`src/sofc_regs.svh`:
```
// sofc_regs.svh: register offsets, field positions, reset values, timing counts
// assumes: included by the slave and core modules of the safety output block
`ifndef SOFC_REGS_SVH
`define SOFC_REGS_SVH
`define SOFC_CLK_NS          4
`define SOFC_TICK_NS         1000
`define SOFC_TICK_CYC        (`SOFC_TICK_NS / `SOFC_CLK_NS)
`define SOFC_CTRL_OFF        8'h00
`define SOFC_MINT_OFF        8'h04
`define SOFC_MMAX_OFF        8'h08
`define SOFC_OVRP_OFF        8'h0C
`define SOFC_RTOL_OFF        8'h10
`define SOFC_STAB_OFF        8'h14
`define SOFC_STAT_OFF        8'h18
`define SOFC_TRIPS_OFF       8'h1C
`define SOFC_CTRL_AUTO       0
`define SOFC_CTRL_ILOCK      1
`define SOFC_CTRL_MUTE       2
`define SOFC_CTRL_REF        3
`define SOFC_CTRL_SEQ        4
`define SOFC_CTRL_ORDER      5
`define SOFC_CTRL_RST        32'h0000_0002
`define SOFC_MINT_RST        32'h0000_0BB8
`define SOFC_MMAX_RST        32'h0000_EA60
`define SOFC_OVRP_RST        32'h0000_2710
`define SOFC_RTOL_RST        32'h0000_0064
`define SOFC_STAB_RST        32'h0000_3210
`define SOFC_RESP_OKAY       2'h0
`define SOFC_RESP_SLVERR     2'h2
`endif

```
`src/sofc_pkg.sv`:
```
// sofc_pkg.sv: types shared by the safety output block
// assumes: sofc_regs.svh holds the numbers
package sofc_pkg;
  typedef enum logic [1:0] {
    SOFC_ST_START = 2'b00,
    SOFC_ST_ON    = 2'b01,
    SOFC_ST_TRIP  = 2'b10
  } sofc_state_t;
  typedef enum logic [2:0] {
    SOFC_MU_IDLE  = 3'b000,
    SOFC_MU_FIRST = 3'b001,
    SOFC_MU_MUTED = 3'b010,
    SOFC_MU_OVR   = 3'b011,
    SOFC_MU_BLOCK = 3'b100
  } sofc_mute_t;
endpackage : sofc_pkg

```
`src/sofc_bus_if.sv`:
```
// sofc_bus_if.sv: register access between bus slave and core
// assumes: one clock, strobes are single-cycle pulses
`timescale 1ns/1ns
`default_nettype none
interface sofc_bus_if;
  logic        wr_en;
  logic [7:0]  wr_addr;
  logic [31:0] wr_data;
  logic [3:0]  wr_strb;
  logic        wr_ok;
  logic [7:0]  rd_addr;
  logic [31:0] rd_data;
  logic        rd_ok;
  modport slave (output wr_en, wr_addr, wr_data, wr_strb, rd_addr,
                 input wr_ok, rd_data, rd_ok);
  modport core  (input wr_en, wr_addr, wr_data, wr_strb, rd_addr,
                 output wr_ok, rd_data, rd_ok);
endinterface : sofc_bus_if
`default_nettype wire

```
`src/sofc_axil_slave.sv`:
```
// sofc_axil_slave.sv: AXI4-Lite slave, one write and one read at a time
// assumes: core decodes rd_addr combinationally and flags unmapped addresses
`timescale 1ns/1ns
`default_nettype none
`include "sofc_regs.svh"
module sofc_axil_slave (
  input  wire logic  aclk,
  input  wire logic  aresetn,
  input  wire logic  awvalid,
  output var  logic  awready,
  input  wire logic [31:0] awaddr,
  input  wire logic  wvalid,
  output var  logic  wready,
  input  wire logic [31:0] wdata,
  input  wire logic [3:0]  wstrb,
  output var  logic  bvalid,
  input  wire logic  bready,
  output var  logic [1:0]  bresp,
  input  wire logic  arvalid,
  output var  logic  arready,
  input  wire logic [31:0] araddr,
  output var  logic  rvalid,
  input  wire logic  rready,
  output var  logic [31:0] rdata,
  output var  logic [1:0]  rresp,
  sofc_bus_if.slave  bus
);
  logic aw_have;
  logic aw_page_ok;
  logic w_have;
  logic rd_pend;
  // write channels taken in either order, committed when both are held
  always_ff @(posedge aclk) begin
    if (!aresetn) begin
      aw_have     <= 1'b0;
      aw_page_ok  <= 1'b0;
      w_have      <= 1'b0;
      awready     <= 1'b1;
      wready      <= 1'b1;
      bvalid      <= 1'b0;
      bresp       <= `SOFC_RESP_OKAY;
      bus.wr_en   <= 1'b0;
      bus.wr_addr <= 8'h00;
      bus.wr_data <= 32'h0000_0000;
      bus.wr_strb <= 4'h0;
    end else begin
      bus.wr_en <= 1'b0;
      if (awvalid && awready) begin
        aw_have     <= 1'b1;
        awready     <= 1'b0;
        // upper bits judged at the take: the master may move awaddr afterwards
        aw_page_ok  <= (awaddr[31:8] == 24'h00_0000);
        bus.wr_addr <= awaddr[7:0];
      end
      if (wvalid && wready) begin
        w_have      <= 1'b1;
        wready      <= 1'b0;
        bus.wr_data <= wdata;
        bus.wr_strb <= wstrb;
      end
      if (aw_have && w_have && !bvalid) begin
        bus.wr_en <= aw_page_ok;
        aw_have   <= 1'b0;
        w_have    <= 1'b0;
        bvalid    <= 1'b1;
        bresp     <= (bus.wr_ok && aw_page_ok) ? `SOFC_RESP_OKAY : `SOFC_RESP_SLVERR;
      end
      if (bvalid && bready) begin
        bvalid  <= 1'b0;
        awready <= 1'b1;
        wready  <= 1'b1;
      end
    end
  end
  // read: address latched, data registered one cycle later
  always_ff @(posedge aclk) begin
    if (!aresetn) begin
      arready <= 1'b1; rd_pend <= 1'b0; rvalid <= 1'b0;
      rdata <= 32'h0000_0000; rresp <= `SOFC_RESP_OKAY; bus.rd_addr <= 8'h00;
    end else begin
      if (arvalid && arready) begin
        arready <= 1'b0; rd_pend <= 1'b1; bus.rd_addr <= araddr[7:0];
      end
      if (rd_pend) begin
        rd_pend <= 1'b0; rvalid <= 1'b1;
        rdata <= bus.rd_ok ? bus.rd_data : 32'h0000_0000;
        rresp <= bus.rd_ok ? `SOFC_RESP_OKAY : `SOFC_RESP_SLVERR;
      end
      if (rvalid && rready) begin
        rvalid <= 1'b0; arready <= 1'b1;
      end
    end
  end
endmodule : sofc_axil_slave
`default_nettype wire

```
`src/sofc_core.sv`:
```
// sofc_core.sv: safety switching output control with AXI4-Lite registers
// assumes: detection, area and fault inputs are synchronous to aclk
// *****************************************************************
// *****************************************************************
//
// Implementation choices: the AXI4-Lite interface to the registers and the placing of the registers.
`timescale 1ns/1ns
`default_nettype none
`include "sofc_regs.svh"
module sofc_core import sofc_pkg::*; #(
  parameter int TW  = 16,
  parameter int AW  = 4,
  parameter int SEQ = 4
) (
  input  wire logic        aclk,
  input  wire logic        aresetn,
  input  wire logic        awvalid,
  output var  logic        awready,
  input  wire logic [31:0] awaddr,
  input  wire logic [2:0]  awprot,
  input  wire logic        wvalid,
  output var  logic        wready,
  input  wire logic [31:0] wdata,
  input  wire logic [3:0]  wstrb,
  output var  logic        bvalid,
  input  wire logic        bready,
  output var  logic [1:0]  bresp,
  input  wire logic        arvalid,
  output var  logic        arready,
  input  wire logic [31:0] araddr,
  input  wire logic [2:0]  arprot,
  output var  logic        rvalid,
  input  wire logic        rready,
  output var  logic [31:0] rdata,
  output var  logic [1:0]  rresp,
  input  wire logic        zone_hit,
  input  wire logic        mute_area_hit,
  input  wire logic        reset_in,
  input  wire logic        mute_in_a,
  input  wire logic        mute_in_b,
  input  wire logic        override_in,
  input  wire logic [TW-1:0] ref_displacement,
  input  wire logic [AW-1:0] area_sel,
  input  wire logic        ext_fault,
  output var  logic        safety_switch_output,
  output var  logic        muted_out,
  output var  logic        fault_out
);
  // *****************************************************************
  // register access
  // *****************************************************************
  sofc_bus_if bus ();
  sofc_axil_slave u_slave (
    .aclk    (aclk),
    .aresetn (aresetn),
    .awvalid (awvalid),
    .awready (awready),
    .awaddr  (awaddr),
    .wvalid  (wvalid),
    .wready  (wready),
    .wdata   (wdata),
    .wstrb   (wstrb),
    .bvalid  (bvalid),
    .bready  (bready),
    .bresp   (bresp),
    .arvalid (arvalid),
    .arready (arready),
    .araddr  (araddr),
    .rvalid  (rvalid),
    .rready  (rready),
    .rdata   (rdata),
    .rresp   (rresp),
    .bus     (bus.slave)
  );

  function automatic logic [31:0] merge(input logic [31:0] old,
                                        input logic [31:0] data,
                                        input logic [3:0]  strb);
    logic [31:0] res;
    res = old;
    for (int i = 0; i < 4; i++) begin
      if (strb[i]) res[8*i +: 8] = data[8*i +: 8];
    end
    return res;
  endfunction : merge

  function automatic logic wr_hit(input logic [7:0] off);
    return bus.wr_en && (bus.wr_addr == off);
  endfunction : wr_hit

  logic [31:0] ctrl_reg;
  logic [31:0] mint_reg;
  logic [31:0] mmax_reg;
  logic [31:0] ovrp_reg;
  logic [31:0] rtol_reg;
  logic [31:0] stab_reg;
  logic [31:0] trips_reg;

  always_ff @(posedge aclk) begin
    if (!aresetn) begin
      ctrl_reg <= `SOFC_CTRL_RST;
      mint_reg <= `SOFC_MINT_RST;
      mmax_reg <= `SOFC_MMAX_RST;
      ovrp_reg <= `SOFC_OVRP_RST;
      rtol_reg <= `SOFC_RTOL_RST;
      stab_reg <= `SOFC_STAB_RST;
    end else begin
      if (wr_hit(`SOFC_CTRL_OFF)) ctrl_reg <= merge(ctrl_reg, bus.wr_data, bus.wr_strb);
      if (wr_hit(`SOFC_MINT_OFF)) mint_reg <= merge(mint_reg, bus.wr_data, bus.wr_strb);
      if (wr_hit(`SOFC_MMAX_OFF)) mmax_reg <= merge(mmax_reg, bus.wr_data, bus.wr_strb);
      if (wr_hit(`SOFC_OVRP_OFF)) ovrp_reg <= merge(ovrp_reg, bus.wr_data, bus.wr_strb);
      if (wr_hit(`SOFC_RTOL_OFF)) rtol_reg <= merge(rtol_reg, bus.wr_data, bus.wr_strb);
      if (wr_hit(`SOFC_STAB_OFF)) stab_reg <= merge(stab_reg, bus.wr_data, bus.wr_strb);
    end
  end

  // *****************************************************************
  // active configuration
  // *****************************************************************
  // a live copy would let software unlock a running output by rewriting modes
  logic [5:0] cfg_reg;
  always_ff @(posedge aclk) begin
    if (!aresetn) cfg_reg <= 6'(`SOFC_CTRL_RST);
    else if (!safety_switch_output) cfg_reg <= ctrl_reg[5:0];
  end
  logic cfg_auto;
  logic cfg_ilock;
  logic cfg_mute;
  logic cfg_ref;
  logic cfg_seq;
  assign cfg_auto  = cfg_reg[`SOFC_CTRL_AUTO];
  assign cfg_ilock = cfg_reg[`SOFC_CTRL_ILOCK];
  assign cfg_mute  = cfg_reg[`SOFC_CTRL_MUTE];
  assign cfg_ref   = cfg_reg[`SOFC_CTRL_REF];
  assign cfg_seq   = cfg_reg[`SOFC_CTRL_SEQ];

  // *****************************************************************
  // time base
  // *****************************************************************
  // one tick per microsecond; all muting limits count these ticks
  localparam int TICK_CYC = `SOFC_TICK_CYC;
  logic [15:0] pre_reg;
  logic        tick_reg;
  always_ff @(posedge aclk) begin
    if (!aresetn) begin
      pre_reg  <= 16'h0000;
      tick_reg <= 1'b0;
    end else begin
      tick_reg <= (pre_reg == 16'(TICK_CYC - 1));
      pre_reg  <= (pre_reg == 16'(TICK_CYC - 1)) ? 16'h0000 : pre_reg + 16'h0001;
    end
  end

  // *****************************************************************
  // muting
  // *****************************************************************
  logic       mu_muted;
  logic       mu_ovr;
  sofc_mute_t mu_state;
  sofc_mute #(.TW(TW)) u_mute (
    .aclk       (aclk),
    .aresetn    (aresetn),
    .tick       (tick_reg),
    .enable     (cfg_mute),
    .order_ba   (cfg_reg[`SOFC_CTRL_ORDER]),
    .in_a       (mute_in_a),
    .in_b       (mute_in_b),
    .ovr_req    (override_in),
    .abort      (zone_hit),
    .max_int    (mint_reg[TW-1:0]),
    .max_mute   (mmax_reg[TW-1:0]),
    .ovr_per    (ovrp_reg[TW-1:0]),
    .muted      (mu_muted),
    .ovr_active (mu_ovr),
    .state      (mu_state)
  );

  // *****************************************************************
  // reference boundary and area sequence monitors
  // *****************************************************************
  function automatic logic [TW-1:0] mag(input logic [TW-1:0] v);
    return v[TW-1] ? TW'(~v + 1'b1) : v;
  endfunction : mag

  logic reset_prev_reg;
  logic reset_edge;
  always_ff @(posedge aclk) begin
    if (!aresetn) reset_prev_reg <= 1'b0;
    else reset_prev_reg <= reset_in;
  end
  assign reset_edge = reset_in && !reset_prev_reg;

  logic ref_bad;
  logic ref_fault_reg;
  assign ref_bad = cfg_ref && (mag(ref_displacement) > rtol_reg[TW-1:0]);
  always_ff @(posedge aclk) begin
    if (!aresetn) ref_fault_reg <= 1'b0;
    else if (ref_bad) ref_fault_reg <= 1'b1;
    else if (reset_edge) ref_fault_reg <= 1'b0;
  end

  function automatic logic [AW-1:0] entry(input logic [31:0] tab,
                                          input logic [1:0]  idx);
    return tab[AW*idx +: AW];
  endfunction : entry

  logic [AW-1:0] area_prev_reg;
  logic [1:0]    seq_idx_reg;
  logic          seq_fault_reg;
  logic          area_chg;
  assign area_chg = (area_sel != area_prev_reg);
  always_ff @(posedge aclk) begin
    if (!aresetn) begin
      area_prev_reg <= '0;
      seq_idx_reg   <= 2'b00;
      seq_fault_reg <= 1'b0;
    end else begin
      area_prev_reg <= area_sel;
      if (cfg_seq && area_chg) begin
        if (area_sel == entry(stab_reg, 2'(seq_idx_reg + 2'b01)))
          seq_idx_reg <= 2'(seq_idx_reg + 2'b01);
        else seq_fault_reg <= 1'b1;
      end else if (reset_edge && seq_fault_reg) begin
        seq_fault_reg <= 1'b0;
        // re-align the walk on whatever area is selected now
        for (int i = 0; i < SEQ; i++) begin
          if (entry(stab_reg, 2'(i)) == area_sel) seq_idx_reg <= 2'(i);
        end
      end
    end
  end

  // *****************************************************************
  // output state machine
  // *****************************************************************
  logic any_fault;
  logic trip;
  assign any_fault = ext_fault || ref_fault_reg || seq_fault_reg;
  // a hit in the muted area counts only when muting is not active
  assign trip = any_fault || zone_hit || (mute_area_hit && !mu_muted);

  sofc_state_t state_reg;
  sofc_state_t state_next;
  logic        go_on;
  always_comb begin
    state_next = state_reg;
    go_on      = 1'b0;
    unique case (state_reg)
      SOFC_ST_START: begin
        if (trip) go_on = 1'b0;
        else if (cfg_ilock || !cfg_auto) go_on = reset_edge;
        else go_on = 1'b1;
      end
      SOFC_ST_ON: go_on = !trip;
      SOFC_ST_TRIP: begin
        if (trip) go_on = 1'b0;
        else if (cfg_auto) go_on = 1'b1;
        else go_on = reset_edge;
      end
      default: go_on = 1'b0;
    endcase
    if (state_reg == SOFC_ST_ON && trip) state_next = SOFC_ST_TRIP;
    else if (go_on) state_next = SOFC_ST_ON;
  end

  always_ff @(posedge aclk) begin
    if (!aresetn) begin
      state_reg            <= SOFC_ST_START;
      safety_switch_output <= 1'b0;
      muted_out            <= 1'b0;
      fault_out            <= 1'b0;
    end else begin
      state_reg            <= state_next;
      safety_switch_output <= (state_next == SOFC_ST_ON);
      muted_out            <= mu_muted;
      fault_out            <= any_fault;
    end
  end

  // *****************************************************************
  // trip counter
  // *****************************************************************
  logic trip_evt;
  assign trip_evt = (state_reg == SOFC_ST_ON) && trip;
  always_ff @(posedge aclk) begin
    if (!aresetn) trips_reg <= 32'h0000_0000;
    // a trip in the cycle of the clearing write is still counted
    else if (wr_hit(`SOFC_TRIPS_OFF)) trips_reg <= {31'h0, trip_evt};
    else if (trip_evt && trips_reg != 32'hFFFF_FFFF)
      trips_reg <= trips_reg + 32'h0000_0001;
  end

  // *****************************************************************
  // read decode
  // *****************************************************************
  logic [31:0] status;
  assign status = {21'h00_0000, mu_state, state_reg, ext_fault, seq_fault_reg,
                   ref_fault_reg, mu_ovr, mu_muted, safety_switch_output};

  always_comb begin
    bus.rd_ok   = 1'b1;
    bus.rd_data = 32'h0000_0000;
    unique case (bus.rd_addr)
      `SOFC_CTRL_OFF:  bus.rd_data = ctrl_reg;
      `SOFC_MINT_OFF:  bus.rd_data = mint_reg;
      `SOFC_MMAX_OFF:  bus.rd_data = mmax_reg;
      `SOFC_OVRP_OFF:  bus.rd_data = ovrp_reg;
      `SOFC_RTOL_OFF:  bus.rd_data = rtol_reg;
      `SOFC_STAB_OFF:  bus.rd_data = stab_reg;
      `SOFC_STAT_OFF:  bus.rd_data = status;
      `SOFC_TRIPS_OFF: bus.rd_data = trips_reg;
      default:         bus.rd_ok   = 1'b0;
    endcase
  end

  always_comb begin
    unique case (bus.wr_addr)
      `SOFC_CTRL_OFF, `SOFC_MINT_OFF, `SOFC_MMAX_OFF, `SOFC_OVRP_OFF,
      `SOFC_RTOL_OFF, `SOFC_STAB_OFF, `SOFC_TRIPS_OFF: bus.wr_ok = 1'b1;
      default: bus.wr_ok = 1'b0;
    endcase
  end

  // protection bits carry no meaning for this block
  logic unused_prot;
  assign unused_prot = ^{awprot, arprot};
endmodule : sofc_core
`default_nettype wire

```
`src/sofc_mute.sv`:
```
// sofc_mute.sv: muting sequence, interval, duration and override timing
// assumes: tick is a one-cycle pulse per time unit, limits in the same unit
`timescale 1ns/1ns
`default_nettype none
module sofc_mute import sofc_pkg::*; #(
  parameter int TW = 16
) (
  input  wire logic          aclk,
  input  wire logic          aresetn,
  input  wire logic          tick,
  input  wire logic          enable,
  input  wire logic          order_ba,
  input  wire logic          in_a,
  input  wire logic          in_b,
  input  wire logic          ovr_req,
  input  wire logic          abort,
  input  wire logic [TW-1:0] max_int,
  input  wire logic [TW-1:0] max_mute,
  input  wire logic [TW-1:0] ovr_per,
  output var  logic          muted,
  output var  logic          ovr_active,
  output var  sofc_mute_t    state
);
  logic [TW-1:0] cnt_reg;
  logic          ovr_prev_reg;
  logic          first_in;
  logic          second_in;
  assign first_in  = order_ba ? in_b : in_a;
  assign second_in = order_ba ? in_a : in_b;
  assign muted      = (state == SOFC_MU_MUTED) || (state == SOFC_MU_OVR);
  assign ovr_active = (state == SOFC_MU_OVR);
  always_ff @(posedge aclk) begin
    if (!aresetn) begin
      state <= SOFC_MU_IDLE; cnt_reg <= '0; ovr_prev_reg <= 1'b0;
    end else begin
      ovr_prev_reg <= ovr_req;
      if (tick && cnt_reg != '1) cnt_reg <= cnt_reg + 1'b1;
      unique case (state)
        SOFC_MU_IDLE: begin
          cnt_reg <= '0;
          if (!enable || abort) state <= SOFC_MU_IDLE;
          else if (second_in) state <= SOFC_MU_BLOCK;
          else if (first_in) state <= SOFC_MU_FIRST;
        end
        SOFC_MU_FIRST: begin
          if (!enable || abort) state <= SOFC_MU_BLOCK;
          else if (cnt_reg > max_int) state <= SOFC_MU_BLOCK;
          else if (!first_in) state <= SOFC_MU_IDLE;
          else if (second_in) begin
            state <= SOFC_MU_MUTED; cnt_reg <= '0;
          end
        end
        SOFC_MU_MUTED: begin
          if (abort || !enable) state <= SOFC_MU_BLOCK;
          else if (cnt_reg > max_mute) state <= SOFC_MU_BLOCK;
          else if (!in_a && !in_b) state <= SOFC_MU_IDLE;
        end
        SOFC_MU_OVR: begin
          if (abort || !enable) state <= SOFC_MU_BLOCK;
          else if (cnt_reg > ovr_per) state <= SOFC_MU_BLOCK;
          else if (!in_a && !in_b) state <= SOFC_MU_IDLE;
        end
        SOFC_MU_BLOCK: begin
          cnt_reg <= '0;
          // override needs a fresh request edge, not a held level
          if (enable && !abort && ovr_req && !ovr_prev_reg && (in_a || in_b))
            state <= SOFC_MU_OVR;
          else if (!in_a && !in_b) state <= SOFC_MU_IDLE;
        end
        default: state <= SOFC_MU_BLOCK;
      endcase
    end
  end
endmodule : sofc_mute
`default_nettype wire

```
`config.mk`:
```
export PLATFORM = sky130hd
export DESIGN_NAME = sofc_core
export DESIGN_NICKNAME = d
export VERILOG_FILES = /design/src/sofc_pkg.sv /design/src/sofc_bus_if.sv /design/src/sofc_axil_slave.sv /design/src/sofc_core.sv /design/src/sofc_mute.sv
export VERILOG_INCLUDE_DIRS = /design/src
export SDC_FILE = /design/constraint.sdc
export NUM_CORES = 1
export LEC_CHECK = 0
export BUFFER_PORTS_ARGS = -buffer_cell sky130_fd_sc_hd__buf_2
export CORE_AREA = 2 2 174 176
export CTS_CLUSTER_SIZE = 20
export DETAILED_ROUTE_END_ITERATION = 10
export DIE_AREA = 0 0 176 178
export PLACE_DENSITY = 0.84
export RECOVER_POWER = 100
export SLEW_MARGIN = 5
export SYNTH_ARGS = -nofsm -noshare
export SYNTH_HDL_FRONTEND = slang
export SYNTH_SLANG_ARGS = --single-unit
```
`constraint.sdc`:
```
create_clock -name aclk -period 5.6 [get_ports aclk]
set_input_delay 1.12 -clock aclk [delete_from_list [all_inputs] [get_ports aclk]]
set_output_delay 1.12 -clock aclk [all_outputs]
set_load 0.005 [all_outputs]
```
# Word-level counts from Yosys, hierarchy flattened
# Index checks and enable logic that the tools add are counted.
dict set report op_classes {
  n_addsub 5
  n_lt_le_gt_ge 4
  n_eq_ne 33
  n_shift 1
  muxes 51
  bitwise_logic 2
  reduce_logical 92
}
# operator n
set op_table {}
lappend op_table {{$pmux 32 s8} 1}
lappend op_table {{$mux 16} 6}
lappend op_table {{$gt 16x16->1} 4}
lappend op_table {{$eq 8x5->1 const B} 7}
lappend op_table {{$reduce_and 2->1} 27}
lappend op_table {{$add 16x1->16 const B} 3}
lappend op_table {{$mux 3} 13}
lappend op_table {{$add 32x1->32 const B} 1}
lappend op_table {{$eq 8x4->1 const B} 4}
lappend op_table {{$mux 32} 1}
lappend op_table {{$ne 32x32->1 const B} 1}
lappend op_table {{$pmux 16 s2} 1}
lappend op_table {{$shiftx 32x5->4} 1}
lappend op_table {{$logic_and 1x1->1} 28}
lappend op_table {{$logic_not 24->1} 1}
lappend op_table {{$mux 2} 11}
lappend op_table {{$eq 4x4->1} 5}
lappend op_table {{$eq 16x8->1 const B} 1}
lappend op_table {{$eq 8x3->1 const B} 2}
lappend op_table {{$logic_not 8->1} 2}
lappend op_table {{$mux 1} 16}
lappend op_table {{$ne 16x16->1 const B} 1}
lappend op_table {{$not 16->16} 1}
lappend op_table {{$pmux 3 s5} 1}
lappend op_table {{other kinds (23)} 49}
dict set report totals {
  ff_bits 379
  out_inout_bits 44
}

# Logic depth before layout (Yosys ltp)
dict set report logic_depth {
  depth_word 10
  mapped_depth 13
  mapped_depth_nobuf 13
}

# Cells and area by module
# A second synthesis with hierarchy kept.
dict set report hier_totals {
  hier_cells 2231
  area_unflattened_um2 18207.5
}
# mod n_inst cells_each area_each_um2
set by_module_without_submodules {}
lappend by_module_without_submodules {sofc_core 1 1583 12416.9}
lappend by_module_without_submodules {sofc_axil_slave 1 354 3504.6}
lappend by_module_without_submodules {sofc_mute 1 294 2285.9}

# Worst setup path before layout
# Ideal clock, no wire load.
dict set report synth_timing {
  path_type {input -> register}
  start {input ref_displacement[9]}
  end {register ref_fault_reg}
  setup_time_ns 0.127
  arrival_time_ns 3.135
  setup_slack_ns 2.337
  stages 11
  cell_sequence {or4_1 > or4_1 > o21ai_1 > xnor2_1 > ha_1 > nand4_1 > nor2_1 > nand3_1 > a22o_1 > nand2_1 > a31oi_1}
}
dict set report synth_between {
  elab_chain_len 6
}
# element line
set synth_rtl {}
lappend synth_rtl {{start: declaration} sofc_core.sv:42} ;# input wire logic [TW-1:0] ref_displacement,
lappend synth_rtl {{$not 16->16} sofc_core.sv:182} ;# return v[TW-1] ? TW'(~v + 1'b1) : v;
lappend synth_rtl {{$add 16x1->16} sofc_core.sv:182}
lappend synth_rtl {{$mux 16 *} sofc_core.sv:182}
lappend synth_rtl {{$gt 16x16->1 *} sofc_core.sv:195} ;# assign ref_bad = cfg_ref && (mag(ref_displacement) > rtol_reg[TW-1:0]);
lappend synth_rtl {{$logic_and 1x1->1 *} sofc_core.sv:195}
lappend synth_rtl {{$mux 1 or $reduce_bool 2->1 (tied branches)} n/a}
lappend synth_rtl {{end signal: assignment} sofc_core.sv:197} ;# if (!aresetn) ref_fault_reg <= 1'b0;
lappend synth_rtl {{end signal: assignment} sofc_core.sv:198} ;# else if (ref_bad) ref_fault_reg <= 1'b1;
lappend synth_rtl {{end signal: assignment} sofc_core.sv:199} ;# else if (reset_edge) ref_fault_reg <= 1'b0;
lappend synth_rtl {{end: declaration} sofc_core.sv:194} ;# logic ref_fault_reg;
# Mark *: on every way between the ends. The rest lies on a longest branch, timed or not.
# A chain may end at the register's enable or synchronous reset.

# Worst setup path after layout
dict set report layout_timing {
  start {register u_slave.bus.wr_addr[5]}
  end {register ctrl_reg[1]}
}
dict set report layout_between {
  elab_chain_len 3
}
# element line
set layout_rtl {}
lappend layout_rtl {{start: declaration} sofc_bus_if.sv:14} ;# modport slave (output wr_en, wr_addr, wr_data, wr_strb, rd_addr,
lappend layout_rtl {{start signal: assignment} sofc_axil_slave.sv:53} ;# bus.wr_addr <= awaddr[7:0];
lappend layout_rtl {{$logic_not 8->1} sofc_core.sv:88} ;# return bus.wr_en && (bus.wr_addr == off);
lappend layout_rtl {{$logic_and 1x1->1} sofc_core.sv:88}
lappend layout_rtl {{$reduce_and 2->1 (no source line)} n/a}
lappend layout_rtl {{end signal: assignment} sofc_core.sv:101} ;# ctrl_reg <= `SOFC_CTRL_RST;
lappend layout_rtl {{end signal: assignment} sofc_core.sv:108} ;# if (wr_hit(`SOFC_CTRL_OFF)) ctrl_reg <= merge(ctrl_reg, bus.wr_data, bus.wr_strb);
lappend layout_rtl {{end: declaration} sofc_core.sv:91} ;# logic [31:0] ctrl_reg;
# No other way between the ends.

==> flow_metrics.tcl <==
set metrics [dict create \
    status "finished, violations left" \
    violations "max-capacitance violations, max-slew violations" \
    worst_slack_ns 1.220 \
    crit_path_max_fanout 26 \
    antenna_found_initial 0 \
    ant_nets 0 \
    grt.total_usage_pct 33.56 \
    rrSetupSlack_ns 1.22 \
    synthArstFlopShare_pct 0 \
    cts_tree "built" \
    drt_iter0_drc 1979 \
    htree_levels 2 \
    synth-main-ff-cell "dfxtp_1" \
    die_y_um 178 \
    core_area_mm2 0.02940 \
    synth_cell_types 72 \
    cp-end-kind "flop" \
    required_ns 5.87 \
    finalPower_uw 5754 \
    portBuffers 151 \
    placed_area_mm2 0.01937 \
    dieArea_mm2 0.03133 \
    slew_headroom_pct -121.0 \
    ys_ff_latch 377 \
    yosysTopAreaCellShare_pct 40.64 \
    drv_slew 422 \
    setup-tns-final_ns 0 \
    first_pass_iters 7 \
    power.leakage_uw 0.007774 \
    finalCriticalPeriod_ns 4.380 \
    start_util_pct 63.17 \
    pre_cts_slack_ns 1.990 \
    synth_common_cells "dfxtp_1, nand2_1, nand3_1" \
    first_global_vias 16290 \
    clk_pin_slew_worst_paths_ns 0.05 \
    critPathKind "flop to flop" \
    clock_latency_ns 0.54 \
    yosys_warnings 0 \
    grt_pass1_wl_mm 84.29 \
    switching_share_pct 23.09 \
    cts_hold_buf 0 \
    wire_per_inst_um 20.27 \
    numCtsBuffers 40 \
    hold_path.class "flop to flop" \
    pwr-share-seq_pct 48.1 \
    period_share_pct 78.21 \
    rsz0062_at_grt "no" \
    num_vias 16900 \
    cp-start-kind "flop" \
    setup_violations 0 \
    wl_mm 53.62 \
    peakVddDrop_v 0.0002422 \
    layout-drive-gt1-share_pct 9.667 \
    synth.area.top_cells "dfxtp_1, a21boi_0, nand2_1" \
    n_antenna_cell 0 \
    p_int_uw 4426 \
    globalplace.congestion 0.9516 \
    cap_violations 9 \
    clock-sinks 377 \
    cellPowerDensity_mw_per_mm2 280.9 \
    layout.nets 2440 \
    cp.arrival_ns 4.65 \
    post_cts_buffers 0 \
    grt_remaining_overflow 0 \
    clkPwrFrac_pct 45.9 \
    synthCells 2155 \
    rows 63 \
    ys_seq_area_share_pct 40.64 \
    hold_violations 0 \
    root_buffer "clkbuf_16" \
    dp_hpwl_mm 35.43 \
    io_pins 184 \
    die_x_um 176 \
    grt_max_degree 87 \
    vias_per_cell 6.388 \
    yosysMostFrequentCell "dfxtp_1" \
    syn_area_mm2 0.01857 \
    synth_edf_count 0 \
    synth_top_area_cell "dfxtp_1" \
    ctsResizeCount 0 \
    clock_skew_ns 0.01301 \
    clockBufferDepth 3 \
    synth_area_per_cell_um2 8.618 \
    power.share.combinational_pct 6.0 \
    drcViolationCount 0 \
    max_freq_mhz 228.3 \
    power_switching_uw 1329 \
    tightest_slew_ns 3.309 \
    area_growth_pct 10.30 \
    fin_area_mm2 0.02049 \
    post-route-util_pct 69.68 \
]
[critical path: stages, from the launching register on]
cell      delay [ns]
dfxtp_1         0.32
nor3_1          0.35
nand3b_1        0.32
nor4_4          0.78
clkbuf_1        1.31
nand2_1         0.73
nand2_1         0.22
nand3_1         0.08
[worst paths after layout]
kind         depth (start not counted)                   start                 to
max                                  7  u_slave.bus.wr_addr[5]        ctrl_reg[1]
min                                  1       u_slave.rdata[30]  u_slave.rdata[30]
max reg2reg                          7  u_slave.bus.wr_addr[5]        ctrl_reg[1]
min reg2reg                          1       u_slave.rdata[30]  u_slave.rdata[30]
[layout by cell type, fill, tap and decap left out, types with 23 or more instances in the layout]
master,netlist,routed
xnor2_1,74,74
a21o_1,36,36
clkbuf_1,86,43
nor3_1,27,29
nand3_1,223,223
inv_1,77,77
nand2_1,343,343
mux2i_1,43,43
nor2_1,94,92
ha_1,69,69
a21boi_0,178,192
nand4_1,30,30
a31oi_1,31,31
clkbuf_16,0,41
xor2_1,24,24
dfxtp_1,377,377
nor2b_1,44,44
a22oi_1,52,52
a21oi_1,34,34
buf_2,33,126
o21ai_0,22,23
nor4_1,15,23
[cell families (layout without fill, tap and decap cells)]
logic type	after synthesis	after routing	synth area share [%]
buffers and inverters	214	313	4.938
adders and majority gates	69	69	4.648
other	1	2	0.02019
DFF	377	377	40.64
AOI/OAI and AO/OA	476	476	19.06
muxes	46	46	2.621
xor gates and xnor gates	98	98	4.621
and+or+nand+nor	874	874	23.45
[per-layer routing]
metal / vias to the layer above / global-route usage (%) / part of all wire, %
met5: - / 0 / 0
met4: 0 / 18.70 / 5.3
met3: 209 / 5.456 / 8.7
met2: 870 / 55.38 / 46
met1: 8003 / 42.04 / 40
li1: 7813 / - / -
[layout make-up]
type	instances	area, um^2
Inverter	77	289.0
Clock inverter	7	117.6
Sequential cell	377	7547
Fill cell	2317	8916
Clock buffer	59	1174
Multi-Input combinational cell	1565	10030
Tap cell	390	488.0
Timing Repair Buffer	170	840.8
[power by group through the flow]
stage	combinational, uW	sequential [uW]	clock (uW)
6_report	347	2770	2640
5_1_grt	374	2770	2760
4_1_cts	339	2760	2660
3_5_place_dp	336	2820	0
3_3_place_gp	326	2820	0
2_1_floorplan	227	2800	0
[stage by stage]
stage / hold WS, ns / instances
4_1_cts: 0.4470 / 2645
3_3_place_gp: 0.4281 / 2579
5_1_grt: 0.4590 / 2645
3_5_place_dp: 0.4339 / 2579
6_report: 0.4469 / 2645
2_1_floorplan: 0.4233 / 2156
Power figures use the tool's default switching activity.
